## src/rtl/chan_enable_pkg.sv

```systemverilog
// constants and carrier types for the channel enable register block
// assumes the register port is fed by an already decoded serial front end
package chan_enable_pkg;

  // ----------------------------------------------------------------------
  // register map and field layout
  // ----------------------------------------------------------------------
  localparam logic [7:0] CHANNEL_ENABLE_REGISTER_ADDR = 8'h30;
  localparam int CHAN_COUNT = 7;
  localparam int READ_VALID_BIT = 7;
  localparam int CHAN3_BIT = 2;
  localparam int CHAN4_BIT = 3;
  localparam logic [6:0] CHAN_ON_RESET = 7'h00;
  localparam logic [7:0] READ_DATA_RESET = 8'h00;
  localparam logic [7:0] UNMAPPED_READ = 8'h00;

  // ----------------------------------------------------------------------
  // read valid counting and pin filtering
  // ----------------------------------------------------------------------
  localparam logic [1:0] READS_NEEDED = 2'h2;
  localparam logic [1:0] READ_COUNT_RESET = 2'h0;
  localparam logic [2:0] SYNC_RESET = 3'h0;

  // ----------------------------------------------------------------------
  // register port carriers
  // ----------------------------------------------------------------------
  typedef struct packed {
    logic wr;
    logic rd;
    logic [7:0] addr;
    logic [7:0] wdata;
  } reg_req_s;

  typedef struct packed {
    logic rvalid;
    logic [7:0] rdata;
  } reg_rsp_s;

endpackage

```

## src/rtl/channel_enable_control.sv

```systemverilog
// channel enable register with master enable gating and pin masking
// assumes one-cycle wr/rd strobes on clk from the serial register front
// end; the enable pins are asynchronous and are filtered here
//
// Functional notes
// - Master enable low or power-on reset clears all channel bits.
// - Channels not in sequencer mode follow their own enable bit.
// - A write only lands while the master enable is high.
// - Master enable low turns manual channels off and clears their bits.
// - Bit 7 is a read-only flag, zero until data is valid, then one.
// - The flag reads one only after at least two reads; host retries.
// - Bits 0 to 6 enable channels 1 to 7, one on, zero off, reset zero.
// - Channel 4 bit is masked by the shared pin when its override is 0.
// - Channel 3 bit is masked by the shared pin when its override is 0.
// - Override zero lets the shared pin control, one removes the pin.
`timescale 1ns/10ps

module channel_enable_control
  import chan_enable_pkg::*;
(
  // clock and power-on reset
  input wire logic clk,
  input wire logic reset,
  // register port
  input wire reg_req_s req,
  output reg_rsp_s rsp,
  // device pins
  input wire logic master_en_pin,
  input wire logic chan34_enable_pin,
  // configuration from neighbouring registers
  input wire logic [6:0] seq_mode,
  input wire logic [6:0] seq_on,
  input wire logic chan4_pin_override,
  input wire logic chan3_pin_override,
  // regulator enables
  output logic [6:0] chan_on
);

  // ----------------------------------------------------------------------
  // pin synchronisers
  // ----------------------------------------------------------------------
  logic [1:0] pin_raw;
  logic [1:0] pin_f;
  logic en_f;
  logic pin34_f;

  assign pin_raw = {chan34_enable_pin, master_en_pin};

  // three stages, level taken only when stages two and three agree
  // per-pin locals keep each flop with a single driving process
  genvar p;
  generate
    for (p = 0; p < 2; p++) begin : g_sync
      logic [2:0] stage;
      logic level;
      always_ff @(posedge clk or posedge reset) begin
        if (reset) begin
          stage <= SYNC_RESET;
          level <= 1'b0;
        end else begin
          stage <= {stage[1:0], pin_raw[p]};
          if (stage[1] == stage[2]) begin
            level <= stage[2];
          end
        end
      end
      assign pin_f[p] = level;
    end
  endgenerate

  assign en_f = pin_f[0];
  assign pin34_f = pin_f[1];

  // ----------------------------------------------------------------------
  // register decode
  // ----------------------------------------------------------------------
  logic hit;
  logic wr_hit;
  logic rd_hit;
  logic [6:0] manual;
  logic [6:0] next_manual;
  logic [1:0] read_count;
  logic [1:0] next_read_count;
  logic read_valid_flag;
  logic [7:0] read_word;

  assign hit = (req.addr == CHANNEL_ENABLE_REGISTER_ADDR);
  assign wr_hit = req.wr & hit;
  assign rd_hit = req.rd & hit;

  // enable low wins over any write in the same cycle
  assign next_manual = !en_f ? CHAN_ON_RESET :
                       wr_hit ? req.wdata[6:0] :
                       manual;

  // a write restarts the valid count so stale data is never flagged
  assign next_read_count = (!en_f || wr_hit) ? READ_COUNT_RESET :
                           (rd_hit && read_count != READS_NEEDED) ?
                           read_count + 2'h1 : read_count;

  assign read_valid_flag = en_f && (read_count == READS_NEEDED);
  assign read_word = {read_valid_flag, manual};

  // channel bits and read counter
  always_ff @(posedge clk or posedge reset) begin
    if (reset) begin
      manual <= CHAN_ON_RESET;
      read_count <= READ_COUNT_RESET;
    end else begin
      manual <= next_manual;
      read_count <= next_read_count;
    end
  end

  // read answer one cycle after the strobe; unmapped reads return zero
  always_ff @(posedge clk or posedge reset) begin
    if (reset) begin
      rsp.rvalid <= 1'b0;
      rsp.rdata <= READ_DATA_RESET;
    end else begin
      rsp.rvalid <= req.rd;
      if (rd_hit) begin
        rsp.rdata <= read_word;
      end else if (req.rd) begin
        rsp.rdata <= UNMAPPED_READ;
      end
    end
  end

  // ----------------------------------------------------------------------
  // channel drive
  // ----------------------------------------------------------------------
  logic [6:0] pin_gate;
  logic [6:0] next_chan_on;

  // shared pin only gates channels 3 and 4, and only without override
  genvar c;
  generate
    for (c = 0; c < CHAN_COUNT; c++) begin : g_chan
      if (c == CHAN4_BIT) begin : g_c4
        assign pin_gate[c] = chan4_pin_override | pin34_f;
      end else if (c == CHAN3_BIT) begin : g_c3
        assign pin_gate[c] = chan3_pin_override | pin34_f;
      end else begin : g_plain
        assign pin_gate[c] = 1'b1;
      end
      // sequencer channels ignore the manual bit entirely
      assign next_chan_on[c] = seq_mode[c] ? seq_on[c] :
                               (manual[c] & en_f & pin_gate[c]);
    end
  endgenerate

  // registered so the regulators never see decode glitches
  always_ff @(posedge clk or posedge reset) begin
    if (reset) begin
      chan_on <= CHAN_ON_RESET;
    end else begin
      chan_on <= next_chan_on;
    end
  end

  // ----------------------------------------------------------------------
  // assertions
  // ----------------------------------------------------------------------
  // checks look one edge ahead, matching the registered outputs
  AST_EN_LOW_CLEARS: assert property (
    @(posedge clk) disable iff (reset)
    !en_f |=> manual == CHAN_ON_RESET)
    else $error("channel bits not cleared with enable low");

  AST_MANUAL_FOLLOWS: assert property (
    @(posedge clk) disable iff (reset)
    (!seq_mode[0] && en_f) |=> chan_on[0] == $past(manual[0]))
    else $error("manual channel 1 does not follow its bit");

  AST_SEQ_FOLLOWS: assert property (
    @(posedge clk) disable iff (reset)
    seq_mode[6] |=> chan_on[6] == $past(seq_on[6]))
    else $error("sequencer channel 7 overridden by manual bit");

  AST_WRITE_BLOCKED: assert property (
    @(posedge clk) disable iff (reset)
    (wr_hit && !en_f) |=> manual == CHAN_ON_RESET)
    else $error("write landed with enable low");

  AST_WRITE_LANDS: assert property (
    @(posedge clk) disable iff (reset)
    (wr_hit && en_f) |=> manual == $past(req.wdata[6:0]))
    else $error("write with enable high not stored");

  AST_OFF_ON_EN_LOW: assert property (
    @(posedge clk) disable iff (reset)
    (!en_f && seq_mode == 7'h00) |=> chan_on == 7'h00)
    else $error("manual channels still on with enable low");

  // the count restarts on a write, so a stale word is never flagged
  AST_WRITE_RESTARTS: assert property (
    @(posedge clk) disable iff (reset)
    wr_hit |=> read_count == READ_COUNT_RESET)
    else $error("read count not restarted by write");

  AST_FLAG_NEEDS_TWO: assert property (
    @(posedge clk) disable iff (reset)
    (rd_hit && read_count != READS_NEEDED) |=> !rsp.rdata[READ_VALID_BIT])
    else $error("flag set before two reads");

  AST_FLAG_AFTER_TWO: assert property (
    @(posedge clk) disable iff (reset)
    (rd_hit && en_f && read_count == READS_NEEDED) |=>
    rsp.rdata[READ_VALID_BIT])
    else $error("flag not set after two reads");

  AST_FLAG_LOW_EN: assert property (
    @(posedge clk) disable iff (reset)
    (rd_hit && !en_f) |=> !rsp.rdata[READ_VALID_BIT])
    else $error("flag set while enable low");

  AST_CH4_MASK: assert property (
    @(posedge clk) disable iff (reset)
    (!seq_mode[CHAN4_BIT] && !chan4_pin_override && !pin34_f) |=>
    !chan_on[CHAN4_BIT])
    else $error("channel 4 not masked by shared pin");

  AST_CH4_FREE: assert property (
    @(posedge clk) disable iff (reset)
    (!seq_mode[CHAN4_BIT] && chan4_pin_override && en_f) |=>
    chan_on[CHAN4_BIT] == $past(manual[CHAN4_BIT]))
    else $error("channel 4 masked despite override");

  AST_CH3_MASK: assert property (
    @(posedge clk) disable iff (reset)
    (!seq_mode[CHAN3_BIT] && !chan3_pin_override && !pin34_f) |=>
    !chan_on[CHAN3_BIT])
    else $error("channel 3 not masked by shared pin");

  AST_CH3_FREE: assert property (
    @(posedge clk) disable iff (reset)
    (!seq_mode[CHAN3_BIT] && chan3_pin_override && en_f) |=>
    chan_on[CHAN3_BIT] == $past(manual[CHAN3_BIT]))
    else $error("channel 3 masked despite override");

endmodule

```

## config.mk

```make
export PLATFORM = sky130hd
export DESIGN_NAME = channel_enable_control
export DESIGN_NICKNAME = d
export VERILOG_FILES = /design/src/rtl/chan_enable_pkg.sv /design/src/rtl/channel_enable_control.sv
export SDC_FILE = /design/constraint.sdc
export NUM_CORES = 1
export LEC_CHECK = 0
export ABC_AREA = 1
export BUFFER_PORTS_ARGS = -buffer_cell sky130_fd_sc_hd__buf_2
export CAP_MARGIN = 40
export CORE_ASPECT_RATIO = 0.75
export CORE_MARGIN = 5
export CORE_UTILIZATION = 40
export CTS_BUF_LIST = sky130_fd_sc_hd__clkbuf_8
export DETAILED_ROUTE_END_ITERATION = 16
export GPL_TIMING_DRIVEN = 0
export PLACE_DENSITY_LB_ADDON = 0.08
export SKIP_CTS_REPAIR_TIMING = 1
export SYNTH_ARGS = -nofsm -noshare
export SYNTH_HDL_FRONTEND = slang
export SYNTH_SLANG_ARGS = --single-unit
```

## constraint.sdc

```tcl
create_clock -name clk -period 1.5 [get_ports clk]
set_clock_uncertainty 0.15 [all_clocks]
set_input_delay 0.075 -clock clk [delete_from_list [all_inputs] [get_ports clk]]
set_output_delay 0.075 -clock clk [all_outputs]
set_load 0.05 [all_outputs]
```

==> flow_metrics.env <==
export IMPL_post_route_period_util_pct=93.2
export IMPL_area_growth_pct=51.7
export IMPL_die_area_um2=4670
export IMPL_worstPathArrival_ns=1.45
export IMPL_die_h_um=60.4
export IMPL_synth_seq_cells=33
export IMPL_grt_pass1_vias=1267
export IMPL_cts_buffer_depth=2
export IMPL_ys_warn_count=0
export IMPL_syn_cell_area_um2=1360
export IMPL_crit_type="input port to register"
export IMPL_cp_start_kind="input port"
export IMPL_maxSlewViolCount=0
export IMPL_maxCapViolCount=0
export IMPL_start_util_pct=41.2
export IMPL_htree_num_levels=2
export IMPL_hold_class="input port to register"
export IMPL_rsz0062_at_grt="no"
export IMPL_port_buffers=52
export IMPL_avgSynthCellArea_um2=10.3
export IMPL_rows=18
export IMPL_crit_slowest_cell="dlygate4sd3_1"
export IMPL_p_total_uw=1810
export IMPL_dp_slack_ns=0.260
export IMPL_wl_um=3600
export IMPL_final_common_cell="buf_2"
export IMPL_slew_headroom_pct=54.4
export IMPL_cp_required_ns=1.55
export IMPL_grt_max_degree=19
export IMPL_path_buf_inv=4
export IMPL_synth_area_leaders="dfrtp_1 (61%), nand2_1 (7.5%), inv_1 (4.7%)"
export IMPL_route_vias_total=1240
export IMPL_avgRoutedWirePerCell_um=13.8
export IMPL_fin_ws_ns=0.102
export IMPL_root_buffer="clkbuf_8"
export IMPL_p_leak_uw=0.00104
export IMPL_grt_ovfl_total=0
export IMPL_path_clk_slew_ns=0.06
export IMPL_drtAntennaViolNets=0
export IMPL_clkSinkCount=33
export IMPL_vdd_ir_drop_worst_mv=0.628
export IMPL_core_um2=3290
export IMPL_yosys_cell_types_count=22
export IMPL_postSynthCellCount=132
export IMPL_grt_pass1_wl_um=5310
export IMPL_dr_pass1_iters=4
export IMPL_die_w_um=77.2
export IMPL_synth_largest_area_cell="dfrtp_1"
export IMPL_worstMarginPinSlew_ns=0.683
export IMPL_drc=0
export IMPL_hold_violations=0
export IMPL_reg2reg_setup_slack_ns=0.25
export IMPL_outcome="finished clean"
export IMPL_antenna_cells=0
export IMPL_gp_congestion=0.676
export IMPL_yosysSeqAreaShare_pct=60.9
export IMPL_fmax_mhz=716
export IMPL_cts_buffers=5
export IMPL_fin_nets=259
export IMPL_drt_iter0_drc=42
export IMPL_hold_path_startpoint="req[14]"
export IMPL_hold_slack_ns=0.119
export IMPL_path_cells="dlygate4sd3_1, buf_2, buf_4, clkbuf_1, nand3_1, o21ai_0"
export IMPL_startpoint="req[16]"
export IMPL_powerDensity_nw_per_um2=879
export IMPL_min_period_ns=1.40
export IMPL_dp_hpwl_um=2390
export IMPL_cp_end_kind="register"
export IMPL_rr_startpoint="read_count[0]"
export IMPL_cts_tree="yes"
export IMPL_clock_latency_ns=0.29
export IMPL_via_per_inst=4.75
export IMPL_drive_above_1_share_pct=35.3
export IMPL_setup_tns_final_ns=0
export IMPL_critPathMaxStageDelay_ns=0.52
export IMPL_syn_nets=171
export IMPL_setup_viol=0
export IMPL_io_pins=54
export IMPL_antenna_found_initial=0
export IMPL_grtUsageTotal_pct=15.0
export IMPL_cp_max_fo=10
export IMPL_netlist_area_leader_share_pct=60.9
export IMPL_final_cell_mix="buf_2 (53), dfrtp_1 (33), dlygate4sd3_1 (28), nand2_1 (27), inv_1 (18)"
export IMPL_cp_top_family="buffers and inverters"
==> metal layers <==
metal | wire, um | part of all wire (%) | global-route usage, %
met1 | 1380 | 38 | 15.9
met2 | 1850 | 51 | 25.9
met5 | 0 | 0 | 0
met3 | 289 | 8.0 | 8.16
met4 | 87 | 2.4 | 5.15
==> worst reg2reg max path, stage by stage, from the launching register on <==
cell and delay, ns:
dfrtp_1 0.35, inv_1 0.06, ha_1 0.21, inv_1 0.12, nand3_4 0.09, nand2_1 0.07
nand2_1 0.05, nor2_1 0.10
==> logic make-up (layout without fill, tap and decap cells) <==
logic type	count (synthesis)	count (layout)	share of synthesized area, %
AOI/OAI and AO/OA	21	21	9.59
adders and majority gates	3	3	2.40
buffers and inverters	24	113	8.39
DFF	33	33	60.9
and+or+nand+nor	51	51	18.7
==> power breakdown <==
part	total, uW	switching, uW	internal (uW)	leakage (uW)
clock network	633	319	314	0.0000491
logic	253	136	117	0.000559
registers	922	7.79	914	0.000433
==> cell type report <==
class	instances	area, um2
Clock buffer	5	68.8
Fill cell	302	1230
Multi-Input combinational cell	75	417
Timing Repair Buffer	81	568
Sequential cell	33	826
Tap cell	40	50.0
Clock inverter	3	13.8
Buffer	6	46.3
Inverter	18	67.6
==> synth_stat cells <==
library cell,number
dfrtp_1,33
nand2_1,27
inv_1,17
o21ai_0,10
nand3_1,8
nor2_1,7
nand3_2,5
o21ai_2,3
o31ai_1,3
buf_4,2
buf_6,2
maj3_1,2
nor2_2,2
o21ai_1,2
o22ai_1,2
a21oi_2,1
buf_2,1
clkbuf_1,1
ha_1,1
inv_2,1
nand3_4,1
nand4_1,1
==> state kept, by name, summed over array words and instances (netlist names) <==
name	cells
chan_on	7
rsp	9
read_count	2
g_sync.level	1
g_sync.stage	6
en_f	1
manual	7
==> stage by stage <==
stage | area [um2] | std cells | utilization (%)
final | 2060 | 261 | 62.6
after global routing | 2060 | 261 | 62.6
after CTS | 1780 | 233 | 54.0
after detailed placement | 1690 | 225 | 51.5
after global placement | 1670 | 224 | 50.7
after floorplan | 1360 | 132 | -
==> worst paths after layout <==
path / endpoint / cells past startpoint
max: rsp[1] / 6
min: manual[5] / 8
max reg2reg: read_count[1] / 7
min reg2reg: g_sync[0].stage[1] / 0
max in group asynchronous: chan_on[5] / 4
min in group asynchronous: rsp[2] / 3
Power figures use the tool's default switching activity.
